<file path="src/hdl/tsr_pkg.sv">
// Shared constants and types of the temperature sensor register block
package tsr_pkg;

  localparam int TSR_W = 16;
  localparam int TSR_CMD_W = 8;

  // Command byte fields
  localparam int CMD_RW_BIT = 7;
  localparam int CMD_ZERO_HI = 6;
  localparam int CMD_ZERO_LO = 3;
  localparam int CMD_SEL_HI = 2;
  localparam logic [3:0] CMD_ZERO_FIELD = 4'h0;
  localparam logic [7:0] PTR_RESET = 8'h00;

  // Register select codes
  localparam logic [2:0] SEL_CODE_TEMP = 3'h0;
  localparam logic [2:0] SEL_CODE_CTRL = 3'h1;
  localparam logic [2:0] SEL_CODE_HIGH = 3'h2;
  localparam logic [2:0] SEL_CODE_LOW = 3'h3;
  localparam logic [2:0] SEL_CODE_ID = 3'h7;

  // Control/status and temperature bit positions
  localparam int CS_SHUTDOWN = 15;
  localparam int CS_ONESHOT = 14;
  localparam int CS_ALRM_RST = 13;
  localparam int CS_TOGGLE = 12;
  localparam int CS_ALRM_STAT = 11;
  localparam int CS_HI = 10;
  localparam int CS_LO = 9;
  localparam int CS_DONE_FLAG = 8;
  localparam int CS_DIS = 7;
  localparam int CS_POL = 6;
  localparam int CS_RES_HI = 5;
  localparam int CS_RES_LO = 4;
  localparam int CS_RSV_HI = 2;
  localparam int CS_RSV_LO = 1;
  localparam int TEMP_TOGGLE_BIT = 0;
  localparam int TEMP_LSB_HI = 1;

  // Reset and fixed values
  localparam logic [15:0] ZERO_WORD = 16'h0000;
  localparam logic [15:0] HIGH_RESET = 16'h4880;
  localparam logic [15:0] LOW_RESET = 16'h4600;
  localparam logic [15:0] LIMIT_MASK = 16'hFFE0;
  localparam logic [15:0] ONESHOT_TEMP = 16'h8000;
  localparam logic [1:0] RES_RESET = 2'h0;
  localparam logic [1:0] RSV_RESET = 2'h0;
  localparam logic PIN_RESET = 1'b1;

  // Resolution codes and the data bits each keeps
  localparam logic [1:0] RES_13 = 2'h0;
  localparam logic [1:0] RES_14 = 2'h1;
  localparam logic [1:0] RES_15 = 2'h2;
  localparam logic [1:0] RES_16 = 2'h3;
  localparam logic [15:0] MASK_13 = 16'hFFF8;
  localparam logic [15:0] MASK_14 = 16'hFFFC;
  localparam logic [15:0] MASK_15 = 16'hFFFE;
  localparam logic [15:0] MASK_16 = 16'hFFFF;

  typedef enum logic [2:0] {
    SEL_TEMP,
    SEL_CTRL,
    SEL_HIGH,
    SEL_LOW,
    SEL_ID,
    SEL_BAD
  } tsr_sel_t;

endpackage

</file>
<file path="src/hdl/tsr_eval_if.sv">
// Connection between register logic and limit evaluator
`timescale 1ns/1ps
`default_nettype none
interface tsr_eval_if;
  logic eval;
  logic [15:0] temp;
  logic [15:0] high_lim;
  logic [15:0] low_lim;
  logic alarm_clr;
  logic stat_rd;
  logic alarm;
  logic hi_flag;
  logic lo_flag;

  modport regs (
    output eval,
    output temp,
    output high_lim,
    output low_lim,
    output alarm_clr,
    output stat_rd,
    input alarm,
    input hi_flag,
    input lo_flag
  );

  modport evaluator (
    input eval,
    input temp,
    input high_lim,
    input low_lim,
    input alarm_clr,
    input stat_rd,
    output alarm,
    output hi_flag,
    output lo_flag
  );
endinterface
`default_nettype wire

</file>
<file path="src/hdl/tsr_limit_eval.sv">
// Limit comparison, limit flags and alarm latch
`timescale 1ns/1ps
`default_nettype none
module tsr_limit_eval
  import tsr_pkg::*;
(
  input wire logic clk,
  input wire logic rst,
  input wire logic ce,
  tsr_eval_if.evaluator ev
);

  typedef struct packed {
    logic alarm;
    logic hi_flag;
    logic lo_flag;
    logic hi_now;
    logic lo_now;
  } tsr_eval_state_t;

  tsr_eval_state_t st_reg;
  tsr_eval_state_t st_next;
  logic above;
  logic below;

  // Signed compare against the stored result
  assign above = $signed(ev.temp) > $signed(ev.high_lim);
  assign below = $signed(ev.temp) < $signed(ev.low_lim);

  always_comb begin
    st_next = st_reg;
    if (ev.eval) begin
      st_next.hi_now = above;
      st_next.lo_now = below;
    end
    // Flags clear on a status read once the condition is gone; a new event wins
    st_next.hi_flag = (ev.eval & above) | (st_reg.hi_flag & ~(ev.stat_rd & ~st_reg.hi_now));
    st_next.lo_flag = (ev.eval & below) | (st_reg.lo_flag & ~(ev.stat_rd & ~st_reg.lo_now));
    // Alarm asserts above the upper limit, clears on reset write or below lower limit
    st_next.alarm = (ev.eval & above) | (st_reg.alarm & ~(ev.alarm_clr | (ev.eval & below)));
  end

  always_ff @(posedge clk) begin
    if (rst) begin
      st_reg <= '0;
    end else if (ce) begin
      st_reg <= st_next;
    end
  end

  assign ev.alarm = st_reg.alarm;
  assign ev.hi_flag = st_reg.hi_flag;
  assign ev.lo_flag = st_reg.lo_flag;

endmodule
`default_nettype wire

</file>
<file path="src/hdl/tsr_reg_top.sv">
// Register bank of the serial temperature sensor
// Behaviour
// - After an illegal command byte, the next read returns zero.
// - Select 0 temperature, 1 control, 2 upper, 3 lower, 7 identification; others read zero, ignore writes.
// - Pointer resets to zero, selecting the temperature register first.
// - All registers stay reachable in shutdown; temperature keeps last completed result.
// - Temperature bits 15..1 hold latest result, two's complement, valid after first done.
// - Temperature bits below the selected resolution read zero, except bit 0 outside 16-bit mode.
// - Bit 0 toggles on temperature read after a new conversion, except 16-bit mode.
// - Starting a single conversion loads 8000h into temperature until the result.
// - Control bit 15 selects shutdown; zero returns to continuous conversion.
// - Bit 14 write starts one conversion only in shutdown; reads zero.
// - Bit 13 write clears alarm status and pin; reads zero.
// - Control bit 12 toggles on control read after a new conversion.
// - Bit 11 mirrors alarm; clears on reset write or below lower limit.
// - Bit 10 sets above upper limit; clears on control read once back below.
// - Bit 9 sets below lower limit; clears on control read once back above.
// - Bit 8 is data available: cleared by control read, set when a conversion finishes.
// - Bit 7 disables the alarm pin and its status bit.
// - Bit 6 sets alarm polarity, one active high, zero active low.
// - Control register read with command 81h, written with 01h.
// - Bits 5..4 select 13, 14, 15 or 16 bit resolution.
// - Upper limit uses 82h/02h, lower limit 83h/03h.
// - Alarm and upper flag set when stored result exceeds the upper limit.
`timescale 1ns/1ps
`default_nettype none
module tsr_reg_top
  import tsr_pkg::*;
#(
  // Arbitrary neutral identification value
  parameter logic [15:0] ID_VALUE = 16'hA5C3
) (
  input wire logic MCLK,
  input wire logic SYS_RST,
  input wire logic CLK_EN,
  input wire logic CMD_WR,
  input wire logic [tsr_pkg::TSR_CMD_W-1:0] CMD_BYTE,
  input wire logic REG_WR,
  input wire logic [tsr_pkg::TSR_W-1:0] REG_WDATA,
  input wire logic REG_RD,
  output logic [tsr_pkg::TSR_W-1:0] REG_RDATA,
  output logic REG_RVALID,
  input wire logic CONV_DONE,
  input wire logic [tsr_pkg::TSR_W-1:0] CONV_DATA,
  output logic CONV_RUN,
  output logic ALARM_PIN
);
  import tsr_pkg::*;

  typedef struct packed {
    logic [7:0] ptr;
    logic shutdown_request_bit;
    logic alarm_dis;
    logic alarm_pol;
    logic resolution_select_high;
    logic resolution_select_low;
    logic [1:0] rsv;
    logic [15:0] high_lim;
    logic [15:0] low_lim;
    logic [15:0] temp;
    logic temp_tgl;
    logic ctrl_tgl;
    logic temp_pend;
    logic ctrl_pend;
    logic conversion_done_flag;
    logic oneshot;
    logic [15:0] rdata;
    logic rvalid;
    logic conv_run;
    logic pin;
  } tsr_top_state_t;

  tsr_top_state_t st_reg;
  tsr_top_state_t st_next;
  tsr_sel_t sel;
  logic [1:0] res;
  logic [15:0] res_mask;
  logic [15:0] done_temp;
  logic [15:0] ctrl_word;
  logic over_limit_alarm;
  logic wr_ok;
  logic alarm_clr;
  logic stat_rd;

  tsr_eval_if ev ();

  tsr_limit_eval u_eval (
    .clk(MCLK),
    .rst(SYS_RST),
    .ce(CLK_EN),
    .ev(ev)
  );

  // Pointer decode; nonzero unused bits make the pointer illegal
  always_comb begin
    if (st_reg.ptr[CMD_ZERO_HI:CMD_ZERO_LO] != CMD_ZERO_FIELD) begin
      sel = SEL_BAD;
    end else begin
      case (st_reg.ptr[CMD_SEL_HI:0])
        SEL_CODE_TEMP: sel = SEL_TEMP;
        SEL_CODE_CTRL: sel = SEL_CTRL;
        SEL_CODE_HIGH: sel = SEL_HIGH;
        SEL_CODE_LOW: sel = SEL_LOW;
        SEL_CODE_ID: sel = SEL_ID;
        default: sel = SEL_BAD;
      endcase
    end
  end

  // Resolution mask
  assign res = {st_reg.resolution_select_high, st_reg.resolution_select_low};
  always_comb begin
    case (res)
      RES_13: res_mask = MASK_13;
      RES_14: res_mask = MASK_14;
      RES_15: res_mask = MASK_15;
      RES_16: res_mask = MASK_16;
      default: res_mask = MASK_13;
    endcase
  end

  assign done_temp = CONV_DATA & res_mask;

  // Alarm status follows the pin, so the disable gates it too
  assign over_limit_alarm = ev.alarm & ~st_reg.alarm_dis;

  // Control word as read; one-shot and alarm reset read zero
  always_comb begin
    ctrl_word = ZERO_WORD;
    ctrl_word[CS_SHUTDOWN] = st_reg.shutdown_request_bit;
    ctrl_word[CS_TOGGLE] = st_reg.ctrl_tgl ^ st_reg.ctrl_pend;
    ctrl_word[CS_ALRM_STAT] = over_limit_alarm;
    ctrl_word[CS_HI] = ev.hi_flag;
    ctrl_word[CS_LO] = ev.lo_flag;
    ctrl_word[CS_DONE_FLAG] = st_reg.conversion_done_flag;
    ctrl_word[CS_DIS] = st_reg.alarm_dis;
    ctrl_word[CS_POL] = st_reg.alarm_pol;
    ctrl_word[CS_RES_HI] = st_reg.resolution_select_high;
    ctrl_word[CS_RES_LO] = st_reg.resolution_select_low;
    ctrl_word[CS_RSV_HI:CS_RSV_LO] = st_reg.rsv;
  end

  // Writes need the write direction in the pointer
  assign wr_ok = REG_WR & ~st_reg.ptr[CMD_RW_BIT];
  assign alarm_clr = wr_ok & (sel == SEL_CTRL) & REG_WDATA[CS_ALRM_RST];
  assign stat_rd = REG_RD & (sel == SEL_CTRL);

  assign ev.eval = CONV_DONE;
  assign ev.temp = done_temp;
  assign ev.high_lim = st_reg.high_lim;
  assign ev.low_lim = st_reg.low_lim;
  assign ev.alarm_clr = alarm_clr;
  assign ev.stat_rd = stat_rd;

  always_comb begin
    st_next = st_reg;
    st_next.rvalid = 1'b0;

    // Conversion result: stored in shutdown or not, marks news for both toggles
    if (CONV_DONE) begin
      st_next.temp = done_temp;
      st_next.oneshot = 1'b0;
    end

    // Read access; pending news is consumed unless a new result arrives now
    if (REG_RD) begin
      st_next.rvalid = 1'b1;
      case (sel)
        SEL_TEMP: begin
          st_next.temp_tgl = st_reg.temp_tgl ^ st_reg.temp_pend;
          if (res == RES_16) begin
            st_next.rdata = st_reg.temp & res_mask;
          end else begin
            st_next.rdata = st_reg.temp & res_mask;
            st_next.rdata[TEMP_TOGGLE_BIT] = st_reg.temp_tgl ^ st_reg.temp_pend;
          end
        end
        SEL_CTRL: begin
          st_next.ctrl_tgl = st_reg.ctrl_tgl ^ st_reg.ctrl_pend;
          st_next.rdata = ctrl_word;
        end
        SEL_HIGH: st_next.rdata = st_reg.high_lim;
        SEL_LOW: st_next.rdata = st_reg.low_lim;
        SEL_ID: st_next.rdata = ID_VALUE;
        SEL_BAD: st_next.rdata = ZERO_WORD;
        default: st_next.rdata = ZERO_WORD;
      endcase
    end

    // News flags: a conversion finishing in the read cycle wins
    st_next.temp_pend = CONV_DONE | (st_reg.temp_pend & ~(REG_RD & (sel == SEL_TEMP)));
    st_next.ctrl_pend = CONV_DONE | (st_reg.ctrl_pend & ~stat_rd);
    st_next.conversion_done_flag = CONV_DONE | (st_reg.conversion_done_flag & ~stat_rd);

    // Write access; illegal pointers change nothing
    if (wr_ok) begin
      case (sel)
        SEL_CTRL: begin
          st_next.shutdown_request_bit = REG_WDATA[CS_SHUTDOWN];
          st_next.alarm_dis = REG_WDATA[CS_DIS];
          st_next.alarm_pol = REG_WDATA[CS_POL];
          st_next.resolution_select_high = REG_WDATA[CS_RES_HI];
          st_next.resolution_select_low = REG_WDATA[CS_RES_LO];
          st_next.rsv = REG_WDATA[CS_RSV_HI:CS_RSV_LO];
          // Single conversion only from shutdown
          if (REG_WDATA[CS_ONESHOT] && st_reg.shutdown_request_bit && !st_reg.oneshot) begin
            st_next.oneshot = 1'b1;
            st_next.temp = ONESHOT_TEMP;
            st_next.conversion_done_flag = 1'b0;
          end
        end
        SEL_HIGH: st_next.high_lim = REG_WDATA & LIMIT_MASK;
        SEL_LOW: st_next.low_lim = REG_WDATA & LIMIT_MASK;
        default: st_next.high_lim = st_reg.high_lim;
      endcase
    end

    // Command byte loads the pointer; an access in the same cycle used the old one
    if (CMD_WR) begin
      st_next.ptr = CMD_BYTE;
    end

    // Converter runs continuously unless shut down, and also while a single conversion is owed
    st_next.conv_run = ~st_next.shutdown_request_bit | st_next.oneshot;

    // Pin drive with polarity; disabled pin rests at the inactive level
    st_next.pin = over_limit_alarm ? st_reg.alarm_pol : ~st_reg.alarm_pol;
  end

  always_ff @(posedge MCLK) begin
    if (SYS_RST) begin
      st_reg <= '0;
      st_reg.ptr <= PTR_RESET;
      st_reg.resolution_select_high <= RES_RESET[1];
      st_reg.resolution_select_low <= RES_RESET[0];
      st_reg.rsv <= RSV_RESET;
      st_reg.high_lim <= HIGH_RESET;
      st_reg.low_lim <= LOW_RESET;
      st_reg.temp <= ZERO_WORD;
      st_reg.rdata <= ZERO_WORD;
      st_reg.conv_run <= 1'b1;
      st_reg.pin <= PIN_RESET;
    end else if (CLK_EN) begin
      st_reg <= st_next;
    end
  end

  assign REG_RDATA = st_reg.rdata;
  assign REG_RVALID = st_reg.rvalid;
  assign CONV_RUN = st_reg.conv_run;
  assign ALARM_PIN = st_reg.pin;

endmodule
`default_nettype wire

</file>
<file path="config.mk">
export PLATFORM = sky130hd
export DESIGN_NAME = tsr_reg_top
export DESIGN_NICKNAME = d
export VERILOG_FILES = /design/src/hdl/tsr_pkg.sv /design/src/hdl/tsr_eval_if.sv /design/src/hdl/tsr_limit_eval.sv /design/src/hdl/tsr_reg_top.sv
export SDC_FILE = /design/constraint.sdc
export NUM_CORES = 1
export LEC_CHECK = 0
export BUFFER_PORTS_ARGS = -buffer_cell sky130_fd_sc_hd__buf_2
export CORE_MARGIN = 2
export CORE_UTILIZATION = 30
export CTS_CLUSTER_SIZE = 16
export DETAILED_ROUTE_END_ITERATION = 8
export PLACE_DENSITY = 0.5
export SYNTH_ARGS = -nofsm -noshare
export SYNTH_HDL_FRONTEND = slang
export SYNTH_SLANG_ARGS = --single-unit
</file>
<file path="constraint.sdc">
create_clock -name MCLK -period 3.5 [get_ports MCLK]
set_input_delay 0.35 -clock MCLK [delete_from_list [all_inputs] [get_ports MCLK]]
set_output_delay 0.35 -clock MCLK [all_outputs]
set_load 0.01 [all_outputs]
</file>
==> flow_summary.yaml, run 1 <==
clock_network:
  clock_latency_ns: 0.35
  cts_tree: "built"
  cts_root_buffer: "sky130_fd_sc_hd__clkbuf_16"
  ctsLongestPathBuffers: 2
  ctsResizeCount: 0
  cts.htree.levels: 3
  cts_setup_buffers: 0
  ctsHoldBuffers: 0
  numCtsBuffers: 9
  clk_transition_reported_paths_ns: 0.06
  clock-sinks: 83
sta:
  timing.fmax_mhz: 393.2
  finalMaxSlewViolations: 0
  max_slew_margin_pct: 44.40
  fin_setup_tns_ns: 0
  setup_viol: 0
  worst_slew_pin_slew_ns: 0.8329
  timing.final.crit_period_ns: 2.543
  clock-skew-final_ns: 0.01038
  setup_repair_after_global_routing_missed_its_margin: "no"
  layout_worst_path_cycle_share_pct: 72.67
  final-hold-violation-count: 0
power:
  leakagePower_nw: 1.879
  vdd_ir_drop_max_uv: 239.0
  fin_total_pwr_mw: 2.334
  cellPowerDensity_nw_per_um2: 494.3
setup_path:
  cp.required_ns: 3.74
  critPathArrivalTime_ns: 2.78
  worst_setup_path_end_kind: "flop"
  kind_of_critical_path: "flop to flop"
  critical_path.max_fanout: 12
  cp-start-kind: "flop"
routing:
  post_drt_via_cell_ratio: 4.954
  route.antenna.remaining_nets: 0
  remaining_drc_errors: 0
  wire_length_reported_by_the_detailed_router_um: 11360
  detail_route.wl_per_cell_um: 16.82
  dr_total_vias: 3344
  detailedRoute.firstPassIterationCount: 5
  detailedRoute.firstIterationViolations: 235
finish:
  antenna_cells_inserted: 0
  syn2layout_area_growth_pct: 17.17
  fin_cells: 675
  drive_gt1_share_pct: 20.04
  fin_nets: 562
  final_cell_mix: "sky130_fd_sc_hd__dfxtp_1, sky130_fd_sc_hd__buf_2, sky130_fd_sc_hd__nand2_1"
  postLayoutCoreUtil_pct: 35.80
  final_design_area_no_fill_um2: 4722
  layout.cells.most_common: "sky130_fd_sc_hd__dfxtp_1"
  flip_flop_count_of_the_largest_register_after_layout: 29
logic_synthesis:
  syn_inst: 456
  syn-mean-instance-area_um2: 8.838
  synth.net_count: 524
  yosysWarnings: 0
  netlist-cell-type-count: 47
  ys_seq_area_share_pct: 41.23
  post_synth_instance_area_um2: 4030
  postSynthRegisterBits: 83
floorplanning:
  effective_utilization_at_floorplan_pct: 30.55
  core_region_area_um2: 13190
  fp.dieArea_um2: 14380
  die_width_um: 119.9
  placement_rows: 42
  die_height_um: 119.9
  pin_count: 66
flow_run:
  maxCapViolations: 0
min_path:
  hp-class: "input port to flop"
status:
  run_status: "complete, no violations"
place:
  placed_cell_area_um2: 4362
  port_buffers: 63
  post-place-cells: 659
  final_gp_congestion: 0.8143
  detailed_place_hpwl_um: 8144
global_route:
  global_route.usage.total_pct: 16.45
  grt_remaining_overflow: 0
  grt_pass1_wl_um: 17970
  grt_antenna_before_repair: 0
  grt_max_degree: 35
  first_global_vias: 3245
## cell families after synthesis
kind of cell	Yosys count	share of synthesized area [%]
buffers and inverters	67	8.600
AO/OA/AOI/OAI	117	20.37
AND/OR/NAND/NOR	145	17.67
multiplexers	18	4.533
adder cells (fa/ha/maj)	21	6.520
XOR/XNOR	5	1.087
flip-flops	83	41.23
## layer usage
metal | GRT usage, % | vias to the layer above | part of all wire, %
met5 | 0 | - | 0
met4 | 5.956 | 0 | 1.4
met3 | 2.899 | 14 | 6.0
met2 | 25.96 | 92 | 44
met1 | 22.48 | 1562 | 49
li1 | - | 1676 | -
## cells in the mapped netlist, drive strengths merged
master	number	area, um^2
xor2	5	43.79
nand3	13	65.06
a311oi	1	8.760
o22ai	1	20.02
nand4	3	18.77
a21o	4	30.03
and2	1	6.260
a211o	6	52.55
o31ai	1	7.510
mux2	2	22.52
nor4b	3	56.31
dfxtp	83	1662
a222oi	5	50.05
buf	28	200.2
nor3	6	46.30
nand2	57	216.5
o221ai	1	8.760
nor2	40	150.1
inv	24	90.09
nand4b	1	8.760
a221oi	7	61.31
or2	4	25.02
a32o	4	40.04
a211oi	5	37.54
clkbuf	15	56.30
o2bb2ai	6	52.55
a21boi	2	15.01
and3	6	42.54
ha	21	262.8
nor4	1	12.51
mux2i	16	160.2
o21ai	16	80.08
a22oi	3	22.52
a21oi	39	195.2
or4	1	7.510
nor2b	6	37.54
a22o	15	131.4
o211ai	1	7.510
nand2b	3	18.77
## where the power goes
part | internal [mW] | total [mW] | switching, mW
combinational | 0.0766 | 0.205 | 0.128
clock | 0.740 | 1.14 | 0.401
sequential | 0.969 | 0.988 | 0.0191
total | 1.79 | 2.33 | 0.548
## stage by stage
stage               setup WS [ns]  hold slack [ns]
global placement           0.9604           0.4284
global route               0.8442           0.2317
CTS                        0.9543           0.2187
finish                     0.9566           0.2210
floorplan                   1.364           0.4263
detailed placement         0.9484           0.4372
## worst max-delay path, stage by stage (launching register included)
cell,delay (ns)
sky130_fd_sc_hd__dfxtp_1,0.31
sky130_fd_sc_hd__or4_1,0.74
sky130_fd_sc_hd__nor3_4,0.45
sky130_fd_sc_hd__and3_1,0.33
sky130_fd_sc_hd__buf_4,0.28
sky130_fd_sc_hd__nor2_1,0.07
sky130_fd_sc_hd__a211o_1,0.26
## area by class of cell
class	count	area, um^2
clock inverters	5	107.6
repair buffers	70	367.9
fillers	1396	8468
multi-input cells	306	2022
well taps	176	220.2
clock buffers	11	252.7
inverters	24	90.09
flip-flops and latches	83	1662
## worst paths after layout
kind,start,to,slack [ns],depth (start not counted)
worst max register to register,st_reg[84]$_SDFFE_PP0P_,ev.low_lim[10]$_SDFFE_PP1P_,0.96,6
worst min register to register,REG_RDATA[13]$_SDFFE_PP0P_,REG_RDATA[13]$_SDFFE_PP0P_,0.45,2
worst min-delay path,REG_WDATA[11],ev.high_lim[11]$_SDFFE_PP1P_,0.22,2
worst max-delay path,st_reg[84]$_SDFFE_PP0P_,ev.low_lim[10]$_SDFFE_PP1P_,0.96,6
Power figures use the tool's default switching activity.
==> inputs of run 2 (changes only) <==
- PLACE_DENSITY: 0.5 -> 0.52
- clock period: 3.5 -> 2.1 ns (I/O delays scaled with it)
==> run 2 against run 1 <==
Compared with the run above:
- critical endpoint is now st_reg[40]$_SDFFE_PP0P_
- highest routed layer unchanged
- clock power is 32% higher
- global-route usage is 0.17 points higher
- first-iteration DRC count is 3.4% higher
==> flow_summary.yaml, run 2 (synthesis results as in run 1) <==
clock_network:
  numCtsBuffers: 9
  ctsLongestPathBuffers: 2
  clk_transition_reported_paths_ns: 0.06
  cts.htree.levels: 3
  clock_latency_ns: 0.34
  cts_tree: "built"
  clock-sinks: 83
  cts_root_buffer: "sky130_fd_sc_hd__clkbuf_16"
routing:
  post_drt_via_cell_ratio: 5.014
  wire_length_reported_by_the_detailed_router_um: 11860
  detail_route.wl_per_cell_um: 17.05
  routed.top_layer: "met4"
  dr_wl_met3_um: 572
  detailedRoute.firstPassIterationCount: 6
  m1WireLength_um: 5865
  detailedRoute.firstIterationViolations: 243
  route.antenna.remaining_nets: 0
  met2_wirelength_um: 5170
  dr_total_vias: 3490
  remaining_drc_errors: 0
sta:
  fin_setup_tns_ns: 0
  layout_worst_path_cycle_share_pct: 98.04
  setup_repair_after_global_routing_missed_its_margin: "yes"
  setup_viol: 0
  max_slew_margin_pct: 49.01
  finalMaxSlewViolations: 0
  timing.fmax_mhz: 485.7
  timing.final.crit_period_ns: 2.059
  clock-skew-final_ns: 0.003027
  worst_slew_pin_slew_ns: 0.7621
  final-hold-violation-count: 0
  fin_hold_ws_ns: 0.09541
  fin_ws_ns: 0.04121
setup_path:
  cp.required_ns: 2.36
  critical_path.max_fanout: 5
  critPathArrivalTime_ns: 2.32
  setup_slack_of_the_most_critical_reg_to_reg_path_ns: 0.04
  kind_of_critical_path: "flop to flop"
  cp-start-kind: "flop"
  worst_setup_path_end_kind: "flop"
global_route:
  global_route.usage.total_pct: 16.62
  grt_max_degree: 27
  grt_pass1_wl_um: 18160
  first_global_vias: 3282
  grt_antenna_before_repair: 0
  grt_remaining_overflow: 0
power:
  leakagePower_nw: 1.968
  cellPowerDensity_nw_per_um2: 722.8
  fin_total_pwr_mw: 3.539
  vdd_ir_drop_max_uv: 376.8
floorplanning:
  die_width_um: 119.9
  die_height_um: 119.9
  pin_count: 66
  placement_rows: 42
  core_region_area_um2: 13190
  fp.dieArea_um2: 14380
  effective_utilization_at_floorplan_pct: 30.55
min_path:
  hp-class: "input port to flop"
place:
  preCtsSetupSlack_ns: -0.02746
  port_buffers: 63
  detailed_place_hpwl_um: 8412
  final_gp_congestion: 0.8271
finish:
  sequential_cell_area_um2: 1662
  flip_flop_count_of_the_largest_register_after_layout: 29
  antenna_cells_inserted: 0
  fin_nets: 584
  multi_input_area_um2: 2068
  layout.cells.most_common: "sky130_fd_sc_hd__dfxtp_1"
  drive_gt1_share_pct: 23.46
  final_cell_mix: "sky130_fd_sc_hd__dfxtp_1, sky130_fd_sc_hd__buf_2, sky130_fd_sc_hd__nand2_1"
  n_fill_cell: 1390
  syn2layout_area_growth_pct: 21.48
status:
  run_status: "complete, no violations"
flow_run:
  maxCapViolations: 0
run 2: worst paths after layout:
check	startpoint	endpoint	depth (start not counted)
worst max-delay path	st_reg[84]$_SDFFE_PP0P_	st_reg[40]$_SDFFE_PP0P_	6
worst min-delay path	REG_WDATA[10]	ev.low_lim[10]$_SDFFE_PP1P_	2
worst max register to register	st_reg[84]$_SDFFE_PP0P_	st_reg[40]$_SDFFE_PP0P_	6
worst min register to register	REG_RDATA[9]$_SDFFE_PP0P_	REG_RDATA[9]$_SDFFE_PP0P_	2
run 2: final cells by class:
type                    instances  area share (%)
multi-input cells             308           42.24
flip-flops and latches         83           33.94
repair buffers                 90           11.76
clock buffers                  13           5.520
well taps                     176           4.498
inverters                      24           1.840
clock inverters                 2          0.2044
run 2: timing repair:
action | 4_1_cts | 5_1_grt
setup buffers | 1 | 3
pin swaps | 2 | 2
endpoints found under the setup margin | 4 | 35
resized for setup | 3 | 5
cloned | 1 | 1
hold buffers | 0 | 0
run 2: report_power, final:
| part | internal (mW) | switching (mW) |
|---|---|---|
| Combinational | 0.160 | 0.232 |
| Sequential | 1.62 | 0.0298 |
| Clock | 0.887 | 0.613 |
run 2: metal layers:
| metal | vias to the layer above | track usage (%) |
|---|---|---|
| met4 | 0 | 7.132 |
| met2 | 105 | 24.79 |
| met3 | 18 | 3.137 |
| li1 | 1722 | - |
| met1 | 1645 | 23.35 |
| met5 | - | 0 |
run 2: worst max-delay path: stages, from the launching register on:
cell and delay, ns:
sky130_fd_sc_hd__dfxtp_1 0.31, sky130_fd_sc_hd__or4_4 0.60, sky130_fd_sc_hd__nor4b_4 0.30, sky130_fd_sc_hd__and3_4 0.33
sky130_fd_sc_hd__buf_4 0.14, sky130_fd_sc_hd__o21ai_0 0.06, sky130_fd_sc_hd__a211oi_1 0.23
run 2: per-stage QoR:
| stage | util, % | area [um^2] | cells |
|---|---|---|---|
| floorplan | - | 4040 | 456 |
| global placement | 34.37 | 4533 | 676 |
| detailed placement | 34.37 | 4533 | 676 |
| CTS | 36.73 | 4845 | 693 |
| global route | 37.12 | 4896 | 696 |
| finish | 37.12 | 4896 | 696 |
